File: src/mcac_params.svh
// Constants of the core store address and access controller: offsets, fields, steps, timing.
// Assumes a 50 MHz clock and a 32-bit AXI4-Lite register bus.
//
// Overview of operation
// - Low six address bits pick the X drive line, high six the Y line.
// - Three lowest bits of each half become eight one-hot octal signals.
// - Next two bits become four quaternary signals from three-input AND terms.
// - Octal and quaternary pairs give 32 one-hot diverter enables.
// - One generator pair finishes the 64-line choice; diverters share all generators.
// - Top half bit 0 enables first read/write pair, 1 enables the second.
// - Every translator and pair choice is gated by translation recirculation control.
// - Same timing per reference; reading or writing set only by probe groups.
// - At step 5 initiate-probe latches AND probe enable set read-probe latches.
// - During clear, sensed ones load the buffer only where probes are active.
// - Field modifier 0 activates no probe groups: the whole word is replaced.
// - Modifier 1 or 5 keeps bits 8-23, replacing only bits 0-7.
// - Modifier 2 or 6 keeps bits 0-7 and 16-23, replacing bits 8-15.
// - Upper-third write keeps bits 0-15, replacing bits 16-23.
// - Modifier 4 keeps bit 15 and bits 16-23, replacing bits 0-14.
// - Write step writes every buffer bit, kept and newly merged, into cores.
// - Read reference activates all four probe groups and restores afterwards.
// - Read reference ignores the modifier; read-operand pulse sets initiate latches.
// - Start-inhibit pulse fans out to 24 planes through three eight-wide stages.
// - Each plane gets inhibit current when writing zero, none when writing one.
`ifndef MCAC_PARAMS_SVH
`define MCAC_PARAMS_SVH
// Register byte offsets
`define MCAC_REG_CTRL 12'h000
`define MCAC_REG_ADDR 12'h004
`define MCAC_REG_NEWDATA 12'h008
`define MCAC_REG_STATUS 12'h00c
`define MCAC_REG_BUFFER 12'h010
// Control fields
`define MCAC_CTRL_START 0
`define MCAC_CTRL_WRITE 1
`define MCAC_CTRL_CLRBUF 2
`define MCAC_CTRL_FM_LO 4
// Field modifier chosen for the upper-third write
`define MCAC_FM_UPPER 3'h3
// Probe groups as word masks
`define MCAC_PG_0_7 24'h0000ff
`define MCAC_PG_8_14 24'h007f00
`define MCAC_PG_15 24'h008000
`define MCAC_PG_16_23 24'hff0000
// Timing chain steps
`define MCAC_ST_TRANS 5'h01
`define MCAC_ST_READ 5'h03
`define MCAC_ST_PROBE_EN 5'h04
`define MCAC_ST_PROBE 5'h05
`define MCAC_ST_SENSE 5'h07
`define MCAC_ST_MERGE 5'h08
`define MCAC_ST_STOP_READ 5'h09
`define MCAC_ST_INHIBIT 5'h0a
`define MCAC_ST_WRITE 5'h0b
`define MCAC_ST_RESUME 5'h0d
`define MCAC_ST_RECIRC_END 5'h0f
`define MCAC_ST_STOP_WRITE 5'h11
`define MCAC_ST_LAST 5'h14
// Step interval
`define MCAC_CLK_NS 20
`define MCAC_STEP_NS 1000
`define MCAC_STEP_CYC ((`MCAC_STEP_NS + `MCAC_CLK_NS - 1) / `MCAC_CLK_NS)
// Bus responses
`define MCAC_RESP_OKAY 2'h0
`define MCAC_RESP_SLVERR 2'h2
`endif

File: src/mcac_pkg.sv
// Types of the core store address and access controller.
// Assumes mcac_params.svh for all numeric constants.
package mcac_pkg;
    typedef enum logic [1:0] {
        MCAC_IDLE = 2'b00,
        MCAC_RUN = 2'b01
    } mcac_phase_t;

    typedef struct packed {
        mcac_phase_t phase;
        logic [4:0] step;
        logic [5:0] div_cnt;
        logic write_ref;
        logic [2:0] fm;
        logic [11:0] addr;
        logic [23:0] new_data;
        logic [23:0] buffer;
        logic [3:0] init_probe;
        logic probe_en;
        logic [3:0] probe;
        logic recirc;
        logic read_on;
        logic write_on;
        logic [31:0] x_div;
        logic [31:0] y_div;
        logic [1:0] rg_lo;
        logic [1:0] rg_hi;
        logic [1:0] wg_lo;
        logic [1:0] wg_hi;
        logic [2:0] inh_grp;
        logic [23:0] inhibit;
        logic done;
        logic [23:0] sense_s1;
        logic [23:0] sense_s2;
        logic aw_got;
        logic [11:0] aw_addr;
        logic w_got;
        logic [31:0] w_data;
        logic [3:0] w_strb;
        logic bvalid;
        logic [1:0] bresp;
        logic rvalid;
        logic [31:0] rdata;
        logic [1:0] rresp;
    } mcac_state_t;
endpackage

File: src/mcac_core_access.sv
// Address translation and access control for a 4096-word, 24-bit core store.
// Assumes a 50 MHz clock, a synchronous active-low reset and an AXI4-Lite master.
`include "mcac_params.svh"

module mcac_core_access (
    // Clock and reset
    input wire logic aclk,
    input wire logic aresetn,
    // AXI4-Lite write address
    input wire logic [11:0] s_axi_awaddr,
    input wire logic s_axi_awvalid,
    output logic s_axi_awready,
    // AXI4-Lite write data
    input wire logic [31:0] s_axi_wdata,
    input wire logic [3:0] s_axi_wstrb,
    input wire logic s_axi_wvalid,
    output logic s_axi_wready,
    // AXI4-Lite write response
    output logic [1:0] s_axi_bresp,
    output logic s_axi_bvalid,
    input wire logic s_axi_bready,
    // AXI4-Lite read address
    input wire logic [11:0] s_axi_araddr,
    input wire logic s_axi_arvalid,
    output logic s_axi_arready,
    // AXI4-Lite read data
    output logic [31:0] s_axi_rdata,
    output logic [1:0] s_axi_rresp,
    output logic s_axi_rvalid,
    input wire logic s_axi_rready,
    // Sense amplifier outputs from the core planes
    input wire logic [23:0] core_store_sense,
    // Drive line selection
    output logic [31:0] x_diverter,
    output logic [31:0] y_diverter,
    output logic [1:0] read_gen_low_half,
    output logic [1:0] read_gen_high_half,
    output logic [1:0] write_gen_low_half,
    output logic [1:0] write_gen_high_half,
    // Bit plane control
    output logic [23:0] bit_plane_control_inhibit,
    output logic [23:0] core_store_write_data
);

    ////////////////////////////////////////////////////////////////////////////////
    // Decoding functions

    // Octal stage: three bits to one of eight, gated by recirculation
    function automatic logic [7:0] oct_xlate(input logic [2:0] b, input logic gate);
        logic [7:0] o;
        o = 8'h00;
        for (int i = 0; i < 8; i++) begin
            o[i] = gate && (b == 3'(i));
        end
        return o;
    endfunction

    // Quaternary stage: each output is one three-input AND of true/false bits and the gate
    function automatic logic [3:0] quat_xlate(input logic [1:0] b, input logic gate);
        logic [3:0] q;
        q[0] = ~b[1] & ~b[0] & gate;
        q[1] = ~b[1] & b[0] & gate;
        q[2] = b[1] & ~b[0] & gate;
        q[3] = b[1] & b[0] & gate;
        return q;
    endfunction

    // Diverter decoder: two-input AND of every octal and quaternary pair
    function automatic logic [31:0] div_decode(input logic [5:0] half, input logic gate);
        logic [7:0] o;
        logic [3:0] q;
        logic [31:0] d;
        o = oct_xlate(half[2:0], gate);
        q = quat_xlate(half[4:3], gate);
        for (int j = 0; j < 4; j++) begin
            for (int i = 0; i < 8; i++) begin
                d[j * 8 + i] = q[j] & o[i];
            end
        end
        return d;
    endfunction

    // Initiate-probe groups for a write, from the field modifier
    function automatic logic [3:0] fm_probes(input logic [2:0] fm);
        logic [3:0] g;
        g = 4'h0;
        if (fm == 3'h1 || fm == 3'h5) begin
            g = 4'b1110;
        end else if (fm == 3'h2 || fm == 3'h6) begin
            g = 4'b1001;
        end else if (fm == `MCAC_FM_UPPER) begin
            g = 4'b0111;
        end else if (fm == 3'h4) begin
            g = 4'b1100;
        end
        return g;
    endfunction

    // Word mask of the active probe groups
    function automatic logic [23:0] probe_mask(input logic [3:0] g);
        return ({24{g[0]}} & `MCAC_PG_0_7) | ({24{g[1]}} & `MCAC_PG_8_14) |
               ({24{g[2]}} & `MCAC_PG_15) | ({24{g[3]}} & `MCAC_PG_16_23);
    endfunction

    // Byte-enable merge of a bus write into a register
    function automatic logic [31:0] apply_strb(input logic [31:0] old, input logic [31:0] d,
                                               input logic [3:0] s);
        logic [31:0] v;
        v = old;
        for (int k = 0; k < 4; k++) begin
            if (s[k]) begin
                v[k * 8 +: 8] = d[k * 8 +: 8];
            end
        end
        return v;
    endfunction

    ////////////////////////////////////////////////////////////////////////////////
    // State

    mcac_pkg::mcac_state_t r;
    mcac_pkg::mcac_state_t next_r;
    logic tick;
    logic wr_fire;
    logic [31:0] ctrl_old;
    logic [31:0] ctrl_new;
    logic [31:0] rd_word;
    logic rd_hit;

    // Step interval divider output
    assign tick = (r.phase == mcac_pkg::MCAC_RUN) && (r.div_cnt == 6'(`MCAC_STEP_CYC - 1));
    assign wr_fire = r.aw_got && r.w_got && !r.bvalid;
    assign ctrl_old = {25'h0, r.fm, 2'b00, r.write_ref, 1'b0};
    assign ctrl_new = apply_strb(ctrl_old, r.w_data, r.w_strb);

    // Read mux; unmapped offsets answer with a slave error
    always_comb begin
        rd_word = 32'h0;
        rd_hit = 1'b1;
        case (s_axi_araddr)
            `MCAC_REG_CTRL: rd_word = ctrl_old;
            `MCAC_REG_ADDR: rd_word = {20'h0, r.addr};
            `MCAC_REG_NEWDATA: rd_word = {8'h0, r.new_data};
            `MCAC_REG_STATUS: rd_word = {16'h0, r.probe, r.init_probe, r.step, r.done,
                                         r.phase == mcac_pkg::MCAC_RUN, r.recirc};
            `MCAC_REG_BUFFER: rd_word = {8'h0, r.buffer};
            default: rd_hit = 1'b0;
        endcase
    end

    ////////////////////////////////////////////////////////////////////////////////
    // Next-state logic

    always_comb begin
        next_r = r;
        // Sense synchroniser, second stage is the only reader of the first
        next_r.sense_s1 = core_store_sense;
        next_r.sense_s2 = r.sense_s1;

        // Bus write channel: address and data taken in either order
        if (s_axi_awvalid && s_axi_awready) begin
            next_r.aw_got = 1'b1;
            next_r.aw_addr = s_axi_awaddr;
        end
        if (s_axi_wvalid && s_axi_wready) begin
            next_r.w_got = 1'b1;
            next_r.w_data = s_axi_wdata;
            next_r.w_strb = s_axi_wstrb;
        end
        if (s_axi_bvalid && s_axi_bready) begin
            next_r.bvalid = 1'b0;
        end
        if (s_axi_arvalid && s_axi_arready) begin
            next_r.rvalid = 1'b1;
            next_r.rdata = rd_word;
            next_r.rresp = rd_hit ? `MCAC_RESP_OKAY : `MCAC_RESP_SLVERR;
        end else if (s_axi_rvalid && s_axi_rready) begin
            next_r.rvalid = 1'b0;
        end

        // Timing chain: step advances once per interval through the last step
        if (r.phase == mcac_pkg::MCAC_RUN) begin
            next_r.div_cnt = tick ? 6'h00 : r.div_cnt + 6'h01;
            if (tick) begin
                next_r.step = r.step + 5'h01;
                unique case (r.step)
                    `MCAC_ST_TRANS - 5'h01: begin
                        next_r.recirc = 1'b1;
                    end
                    `MCAC_ST_READ - 5'h01: begin
                        next_r.read_on = 1'b1;
                    end
                    `MCAC_ST_PROBE_EN - 5'h01: begin
                        // Same chain for every reference; only the probe groups differ
                        next_r.probe_en = 1'b1;
                        next_r.init_probe = r.write_ref ? fm_probes(r.fm) : 4'hf;
                    end
                    `MCAC_ST_PROBE - 5'h01: begin
                        next_r.probe = r.init_probe & {4{r.probe_en}};
                    end
                    `MCAC_ST_SENSE - 5'h01: begin
                        // Kept bits only; sensed ones elsewhere are dropped
                        next_r.buffer = r.buffer | (r.sense_s2 & probe_mask(r.probe));
                    end
                    `MCAC_ST_MERGE - 5'h01: begin
                        if (r.write_ref) begin
                            next_r.buffer = r.buffer | (r.new_data & ~probe_mask(r.probe));
                        end
                    end
                    `MCAC_ST_STOP_READ - 5'h01: begin
                        next_r.read_on = 1'b0;
                        next_r.inh_grp = 3'h7;
                    end
                    `MCAC_ST_INHIBIT - 5'h01: begin
                        // Three stages of eight planes each; a one suppresses inhibit
                        for (int g = 0; g < 3; g++) begin
                            next_r.inhibit[g * 8 +: 8] = {8{r.inh_grp[g]}} & ~r.buffer[g * 8 +: 8];
                        end
                        next_r.inh_grp = 3'h0;
                    end
                    `MCAC_ST_WRITE - 5'h01: begin
                        next_r.write_on = 1'b1;
                    end
                    `MCAC_ST_RECIRC_END - 5'h01: begin
                        next_r.recirc = 1'b0;
                    end
                    `MCAC_ST_STOP_WRITE - 5'h01: begin
                        next_r.write_on = 1'b0;
                    end
                    `MCAC_ST_LAST: begin
                        next_r.inhibit = 24'h0;
                        next_r.probe = 4'h0;
                        next_r.probe_en = 1'b0;
                        next_r.init_probe = 4'h0;
                        next_r.done = 1'b1;
                        next_r.step = 5'h00;
                        next_r.phase = mcac_pkg::MCAC_IDLE;
                    end
                    default: begin
                    end
                endcase
            end
        end

        // Register writes; address, data and control are frozen while a reference runs
        if (wr_fire) begin
            next_r.aw_got = 1'b0;
            next_r.w_got = 1'b0;
            next_r.bvalid = 1'b1;
            next_r.bresp = `MCAC_RESP_OKAY;
            if (r.aw_addr == `MCAC_REG_CTRL) begin
                if (r.phase == mcac_pkg::MCAC_IDLE) begin
                    next_r.write_ref = ctrl_new[`MCAC_CTRL_WRITE];
                    next_r.fm = ctrl_new[`MCAC_CTRL_FM_LO +: 3];
                    if (ctrl_new[`MCAC_CTRL_CLRBUF]) begin
                        next_r.buffer = 24'h0;
                    end
                    if (ctrl_new[`MCAC_CTRL_START]) begin
                        next_r.phase = mcac_pkg::MCAC_RUN;
                        next_r.step = 5'h00;
                        next_r.div_cnt = 6'h00;
                        next_r.done = 1'b0;
                        if (ctrl_new[`MCAC_CTRL_WRITE]) begin
                            next_r.buffer = 24'h0;
                        end
                    end
                end
            end else if (r.aw_addr == `MCAC_REG_ADDR) begin
                if (r.phase == mcac_pkg::MCAC_IDLE) begin
                    next_r.addr = 12'(apply_strb({20'h0, r.addr}, r.w_data, r.w_strb));
                end
            end else if (r.aw_addr == `MCAC_REG_NEWDATA) begin
                if (r.phase == mcac_pkg::MCAC_IDLE) begin
                    next_r.new_data = 24'(apply_strb({8'h0, r.new_data}, r.w_data, r.w_strb));
                end
            end else if (r.aw_addr != `MCAC_REG_STATUS && r.aw_addr != `MCAC_REG_BUFFER) begin
                next_r.bresp = `MCAC_RESP_SLVERR;
            end
        end

        // Registered translators; low half drives X, high half drives Y
        next_r.x_div = div_decode(r.addr[5:0], r.recirc);
        next_r.y_div = div_decode(r.addr[11:6], r.recirc);
        // Pair choice from the top bit of each half, X in bit 0 and Y in bit 1
        next_r.rg_lo = {~r.addr[11], ~r.addr[5]} & {2{r.recirc & r.read_on}};
        next_r.rg_hi = {r.addr[11], r.addr[5]} & {2{r.recirc & r.read_on}};
        next_r.wg_lo = {~r.addr[11], ~r.addr[5]} & {2{r.recirc & r.write_on}};
        next_r.wg_hi = {r.addr[11], r.addr[5]} & {2{r.recirc & r.write_on}};
    end

    // Single register stage for all state
    always_ff @(posedge aclk) begin
        if (!aresetn) begin
            r <= '0;
        end else begin
            r <= next_r;
        end
    end

    ////////////////////////////////////////////////////////////////////////////////
    // Outputs

    // Ready signals stall while a response waits, keeping one write and one read in flight
    assign s_axi_awready = !r.aw_got && !r.bvalid;
    assign s_axi_wready = !r.w_got && !r.bvalid;
    assign s_axi_arready = !r.rvalid;
    assign s_axi_bvalid = r.bvalid;
    assign s_axi_bresp = r.bresp;
    assign s_axi_rvalid = r.rvalid;
    assign s_axi_rdata = r.rdata;
    assign s_axi_rresp = r.rresp;
    assign x_diverter = r.x_div;
    assign y_diverter = r.y_div;
    assign read_gen_low_half = r.rg_lo;
    assign read_gen_high_half = r.rg_hi;
    assign write_gen_low_half = r.wg_lo;
    assign write_gen_high_half = r.wg_hi;
    assign bit_plane_control_inhibit = r.inhibit;
    // Buffer drives the planes during the whole write step, kept bits included
    assign core_store_write_data = r.buffer & {24{r.write_on}};
endmodule

File: config.mk
export PLATFORM = sky130hd
export DESIGN_NAME = mcac_core_access
export DESIGN_NICKNAME = d
export VERILOG_FILES = /design/src/mcac_pkg.sv /design/src/mcac_core_access.sv
export VERILOG_INCLUDE_DIRS = /design/src /design/src/src
export SDC_FILE = /design/constraint.sdc
export NUM_CORES = 1
export LEC_CHECK = 0
export BUFFER_PORTS_ARGS = -buffer_cell sky130_fd_sc_hd__buf_2
export CORE_MARGIN = 4
export CORE_UTILIZATION = 43
export DETAILED_ROUTE_END_ITERATION = 7
export HOLD_SLACK_MARGIN = 0.05
export PLACE_DENSITY = 0.67
export SLEW_MARGIN = 20
export SYNTH_ARGS = -nofsm -noshare
export SYNTH_HDL_FRONTEND = slang
export SYNTH_SLANG_ARGS = --single-unit
File: constraint.sdc
create_clock -name aclk -period 5 [get_ports aclk]
set_input_delay 1.25 -clock aclk [delete_from_list [all_inputs] [get_ports aclk]]
set_output_delay 1.25 -clock aclk [all_outputs]
set_load 0.01 [all_outputs]
==> results of run 1 <==
==> worst max-delay path: stages (launching register included) <==
cell and delay, ns:
dfxtp_1 0.92, and2_1 0.27, buf_2 0.14
==> power groups by stage <==
stage | Combinational [mW] | Clock (mW) | Sequential (mW)
finish | 0.210 | 2.32 | 2.49
global route | 0.235 | 2.46 | 2.49
CTS | 0.212 | 2.37 | 2.49
detailed placement | 0.211 | 0 | 2.54
global placement | 0.207 | 0 | 2.54
floorplan | 0.147 | 0 | 2.54
==> layout make-up <==
type	instances	share of cell area [%]
inverter	14	0.376
clock buffer	41	6.18
multi-input combinational	874	36.2
clock inverter	16	1.22
tap	384	3.44
timing repair buffer	243	8.95
sequential	304	43.6
==> per-layer routing <==
metal | share of wire, % | track usage [%] | vias up
met4 | 3.6 | 6.65 | 0
met2 | 48 | 32.6 | 325
li1 | - | - | 4730
met3 | 6.7 | 3.14 | 69
met5 | 0 | 0 | -
met1 | 41 | 24.3 | 4559
==> kinds of logic (layout without fill, tap and decap cells) <==
group,count (synthesis),after routing,share of synthesized area [%]
and+or+nand+nor,579,579,23.7
DFF,304,304,48.9
buffers and inverters,231,314,11.2
AOI/OAI and AO/OA,223,223,11.0
muxes,51,51,4.17
adders and majority gates,6,6,0.603
xor gates and xnor gates,5,5,0.352
other,1,10,0.0301
==> state kept, by name, indices dropped and copies added, names as in the netlist <==
signal,count
r,152
x_diverter,32
y_diverter,32
bit_plane_control_inhibit,24
next_r,24
s_axi_rdata,24
ctrl_old,4
read_gen_high_half,2
read_gen_low_half,2
write_gen_high_half,2
write_gen_low_half,2
s_axi_bresp,1
s_axi_bvalid,1
s_axi_rresp,1
s_axi_rvalid,1
==> how the worst max path moves through the flow <==
stage | slack, ns | endpoint | depth (start not counted)
finish | 1.85 | core_store_write_data[4] | 2
global route | 1.77 | core_store_write_data[3] | 2
CTS | 1.87 | core_store_write_data[4] | 2
detailed placement | 1.53 | s_axi_rdata[14] | 5
global placement | 1.59 | s_axi_rdata[13] | 5
floorplan | 2.19 | s_axi_rdata[4] | 5
==> Yosys cell counts, drive strengths merged, types with 8 or more instances <==
library cell / count
nand2: 207
o21ai: 46
nor3: 11
nand4: 8
nor4bb: 19
nand4b: 8
a22oi: 8
and2: 82
o21ba: 22
nor2b: 9
mux2i: 44
nor2: 99
or3: 27
a21oi: 116
a211o: 9
dfxtp: 304
buf: 144
nand3: 63
inv: 14
clkbuf: 73
==> results.sh, run 1 <==
export IMPL_status="finished, final reports clean"
export IMPL_p_leak_nw=5.87
export IMPL_holdBufCountCts=0
export IMPL_setup_tns_final_ns=0
export IMPL_placedCellCount=1818
export IMPL_ys_seq_area_share_pct=48.9
export IMPL_maxSlewHeadroom_pct=32.6
export IMPL_layout_drive_gt1_share_pct=21.8
export IMPL_synth_largest_area_cell="dfxtp_1"
export IMPL_place_area_sq_mm=0.0129
export IMPL_cts_buffer_depth=3
export IMPL_peakVddDrop_v=0.000253
export IMPL_utilization_pct=48.8
export IMPL_fin_ws_ns=1.85
export IMPL_period_minus_slack_ns=3.15
export IMPL_cts_resized=0
export IMPL_cp_startpoint="r[236]"
export IMPL_power_switching_mw=1.10
export IMPL_final_nets=1565
export IMPL_htree_num_levels=1
export IMPL_slew_viol_final=0
export IMPL_fp_dieW_um=178
export IMPL_swShare_pct=22.0
export IMPL_first_pass_iters=7
export IMPL_instances_no_fill=1876
export IMPL_hold_depth=1
export IMPL_period_share_pct=63.0
export IMPL_synth_edff_count=0
export IMPL_ff2ff_setup_slack_ns=2.39
export IMPL_wl_per_cell_um=17.0
export IMPL_intPower_mw=3.92
export IMPL_vias_per_cell=5.16
export IMPL_core_area_sq_mm=0.0286
export IMPL_num_vias=9683
export IMPL_rr_endpoint="bit_plane_control_inhibit[14]"
export IMPL_ys_seq_elements=304
export IMPL_r2r_cells=5
export IMPL_dieArea_sq_mm=0.0317
export IMPL_cts_buffers=31
export IMPL_dp_hpwl_um=23100
export IMPL_rows=62
export IMPL_fmax_mhz=318
export IMPL_hp_start="next_r[93]"
export IMPL_rsz0062_at_grt="no"
export IMPL_setup_violations_final=0
export IMPL_yosysUniqueCellTypes=60
export IMPL_die_h_um=178
export IMPL_grt_pass1_wl_um=48600
export IMPL_p_total_mw=5.02
export IMPL_initial_core_util_pct=43.5
export IMPL_clock_latency_ns=0.57
export IMPL_areaGrowthSynthToFinish_pct=12.1
export IMPL_start_kind="register"
export IMPL_synth_area_per_cell_sq_um=8.90
export IMPL_tritoncts="yes"
export IMPL_worstPathRequired_ns=3.75
export IMPL_critPathArrivalTime_ns=1.90
export IMPL_cts_sinks=304
export IMPL_critPathKind="reg2out"
export IMPL_ff_latch_area_sq_mm=0.00609
export IMPL_p_per_area_mw_per_mm2=359
export IMPL_drc_errors=0
export IMPL_maxCapViolations=0
export IMPL_routed_wl_um=31900
export IMPL_ant_nets=0
export IMPL_place_congestion=0.871
export IMPL_synth_top_cell_area_share_pct=48.9
export IMPL_worst_pin_slew_ns=1.01
export IMPL_power_frac_clock_pct=46.2
export IMPL_antenna_found_initial=1
export IMPL_layout_commonest_cell="dfxtp_1"
export IMPL_io_pins=252
export IMPL_layout_common_cells="dfxtp_1, buf_2, nand2_1, a21oi_1, nor2_1"
export IMPL_p_seq_share_pct=49.6
export IMPL_cts_setup_buffers=0
export IMPL_syn_cell_area_sq_mm=0.0125
export IMPL_ys_async_sr_fraction_pct=0
export IMPL_combPwrFrac_pct=4.2
export IMPL_final_area_sq_mm=0.0140
export IMPL_multiInputGateArea_sq_mm=0.00506
export IMPL_clkTransAtPathRegs_ns=0.06
export IMPL_ys_flop_type="dfxtp_1"
export IMPL_fillers=2732
export IMPL_grt_overflow_total=0
export IMPL_drt_iter0_drc=670
export IMPL_synth_cells=1400
export IMPL_hold_end="r[93]"
export IMPL_antenna_cells=0
export IMPL_grt_max_degree=51
export IMPL_cts_root_buf="clkbuf_16"
export IMPL_cp_max_fo=27
export IMPL_r2r_start="r[322]"
export IMPL_grt_usage_pct=19.0
export IMPL_dp_slack_ns=1.53
export IMPL_first_global_vias=8979
export IMPL_hold_viol=0
export IMPL_holdWs_ns=0.432
export IMPL_fin_worst_skew_ns=0.0272
export IMPL_hold_path_class="reg2reg"
export IMPL_end_kind="output pin"
export IMPL_yosysWarnings=0
export IMPL_synth_area_leaders="dfxtp_1, buf_4, nand2_1"
export IMPL_port_buffers=232
Note: power is estimated with default switching activity, not from simulation.
==> run 2, diff against run 1 <==
--- a/config.mk
+++ b/config.mk
@@ -11,7 +11,7 @@
 export CORE_UTILIZATION = 43
 export DETAILED_ROUTE_END_ITERATION = 7
 export HOLD_SLACK_MARGIN = 0.05
-export PLACE_DENSITY = 0.67
+export PLACE_DENSITY = 0.69
 export SLEW_MARGIN = 20
 export SYNTH_ARGS = -nofsm -noshare
 export SYNTH_HDL_FRONTEND = slang
==> constraint.sdc (replaced) <==
create_clock -name aclk -period 2.8 [get_ports aclk]
set_input_delay 0.7 -clock aclk [delete_from_list [all_inputs] [get_ports aclk]]
set_output_delay 0.7 -clock aclk [all_outputs]
set_load 0.01 [all_outputs]
==> results.sh, run 2 (synthesized netlist as in run 1, its figures left out) <==
export IMPL_placedCellCount=1835
export IMPL_cts_buffers=31
export IMPL_p_leak_nw=5.98
export IMPL_die_h_um=178
export IMPL_period_minus_slack_ns=2.59
export IMPL_clock_latency_ns=0.57
export IMPL_cpPeakStageDelay_ns=0.92
export IMPL_fillers=2670
export IMPL_ant_nets=0
export IMPL_slowest_stage="dfxtp_1"
export IMPL_start_kind="register"
export IMPL_layout_common_cells="dfxtp_1, buf_2, nand2_1, a21oi_1, nor2_1"
export IMPL_maxSlewHeadroom_pct=38.5
export IMPL_cts_sinks=304
export IMPL_critPathKind="reg2out"
export IMPL_rows=62
export IMPL_crit_chain="and2_1 -> buf_2"
export IMPL_core_area_sq_mm=0.0286
export IMPL_grt_usage_pct=19.2
export IMPL_period_share_pct=92.4
export IMPL_place_congestion=0.889
export IMPL_end_kind="output pin"
export IMPL_slew_viol_final=0
export IMPL_drc_errors=0
export IMPL_p_per_area_mw_per_mm2=650
export IMPL_dieArea_sq_mm=0.0317
export IMPL_maxCapViolations=0
export IMPL_rsz0062_at_grt="no"
export IMPL_hp_start="core_store_sense[19]"
export IMPL_fmax_mhz=387
export IMPL_cp_max_fo=27
export IMPL_peakVddDrop_v=0.000467
export IMPL_io_pins=252
export IMPL_layout_drive_gt1_share_pct=22.7
export IMPL_cts_buffer_depth=3
export IMPL_p_total_mw=9.21
export IMPL_hold_path_class="in2reg"
export IMPL_fp_dieW_um=178
export IMPL_ff_latch_area_sq_mm=0.00609
export IMPL_grt_pass1_wl_um=48900
export IMPL_largest_register="r"
export IMPL_cts_setup_buffers=0
export IMPL_status="finished, final reports clean"
export IMPL_worst_pin_slew_ns=0.921
export IMPL_antenna_cells=0
export IMPL_critPathArrivalTime_ns=1.89
export IMPL_r2r_start="r[318]"
export IMPL_cp_startpoint="r[236]"
export IMPL_port_buffers=232
export IMPL_initial_core_util_pct=43.5
export IMPL_fin_worst_skew_ns=0.0150
export IMPL_grt_max_degree=57
export IMPL_tritoncts="yes"
export IMPL_routed_wl_um=32200
export IMPL_clkTransAtPathRegs_ns=0.06
export IMPL_multiInputGateArea_sq_mm=0.00505
export IMPL_setup_tns_final_ns=0
export IMPL_wl_per_cell_um=17.0
export IMPL_areaGrowthSynthToFinish_pct=13.7
export IMPL_largest_reg_flops=152
export IMPL_num_vias=9656
export IMPL_htree_num_levels=1
export IMPL_layout_commonest_cell="dfxtp_1"
export IMPL_worstPathRequired_ns=2.10
export IMPL_cts_resized=0
export IMPL_first_pass_iters=5
export IMPL_instances_no_fill=1891
export IMPL_first_global_vias=8936
export IMPL_dp_hpwl_um=23300
export IMPL_cts_root_buf="clkbuf_16"
export IMPL_grt_overflow_total=0
export IMPL_setup_violations_final=0
export IMPL_drt_iter0_drc=610
export IMPL_holdBufCountCts=0
export IMPL_final_nets=1581
export IMPL_hold_viol=0
export IMPL_vias_per_cell=5.11
export IMPL_antenna_found_initial=0
==> run 2: cell count changes in the layout (fill, tap and decap cells not counted), moves of 2 or more <==
cell / change
buf_12: +2
buf_4: +15
bufinv_16: +2
clkbuf_1: -2
clkinv_2: -3
clkinv_4: +2
inv_6: -3
==> run 2: power breakdown <==
| part | switching, mW | total, mW | internal [mW] |
|---|---|---|---|
| clock | 1.72 | 4.37 | 2.66 |
| sequential | 0.0434 | 4.45 | 4.41 |
| combinational | 0.235 | 0.385 | 0.150 |
| total | 1.99 | 9.21 | 7.21 |
==> run 2: worst paths after layout <==
path	end	slack [ns]	cells past startpoint
worst min register to register	r[109]	0.43	1
worst max-delay path	core_store_write_data[9]	0.21	2
worst max register to register	bit_plane_control_inhibit[20]	0.37	7
worst min-delay path	next_r[107]	0.34	2
==> run 2: cell type report <==
cell class	instances	share of cell area (%)
repair buffers	259	9.83
clock inverters	16	1.65
clock buffers	40	6.14
multi-input cells	874	35.6
flip-flops and latches	304	43.0
inverters	14	0.371
well taps	384	3.39
==> run 2: worst max-delay path, delay by kind of cell (launching register included) <==
family	cells	cell delay, ns
buf+inv	1	0.14
flops	1	0.92
simple gates	1	0.25
==> run 2: layer usage <==
| metal | track usage (%) | vias up | part of all wire (%) |
|---|---|---|---|
| met5 | 0 | - | 0 |
| met4 | 6.91 | 0 | 3.4 |
| met3 | 2.95 | 66 | 6.5 |
| met2 | 32.8 | 326 | 48 |
| met1 | 24.6 | 4510 | 42 |
| li1 | - | 4754 | - |
==> run 2: per-stage QoR <==
step	utilization (%)	area, sq um	hold slack [ns]	worst slack, ns
5_1_grt	49.5	14200	0.322	0.0990
4_1_cts	49.5	14200	0.316	0.223
3_3_place_gp	45.6	13100	0.418	0.435
6_report	49.5	14200	0.342	0.213
2_1_floorplan	-	12500	0.412	0.542
3_5_place_dp	45.6	13100	0.417	0.371
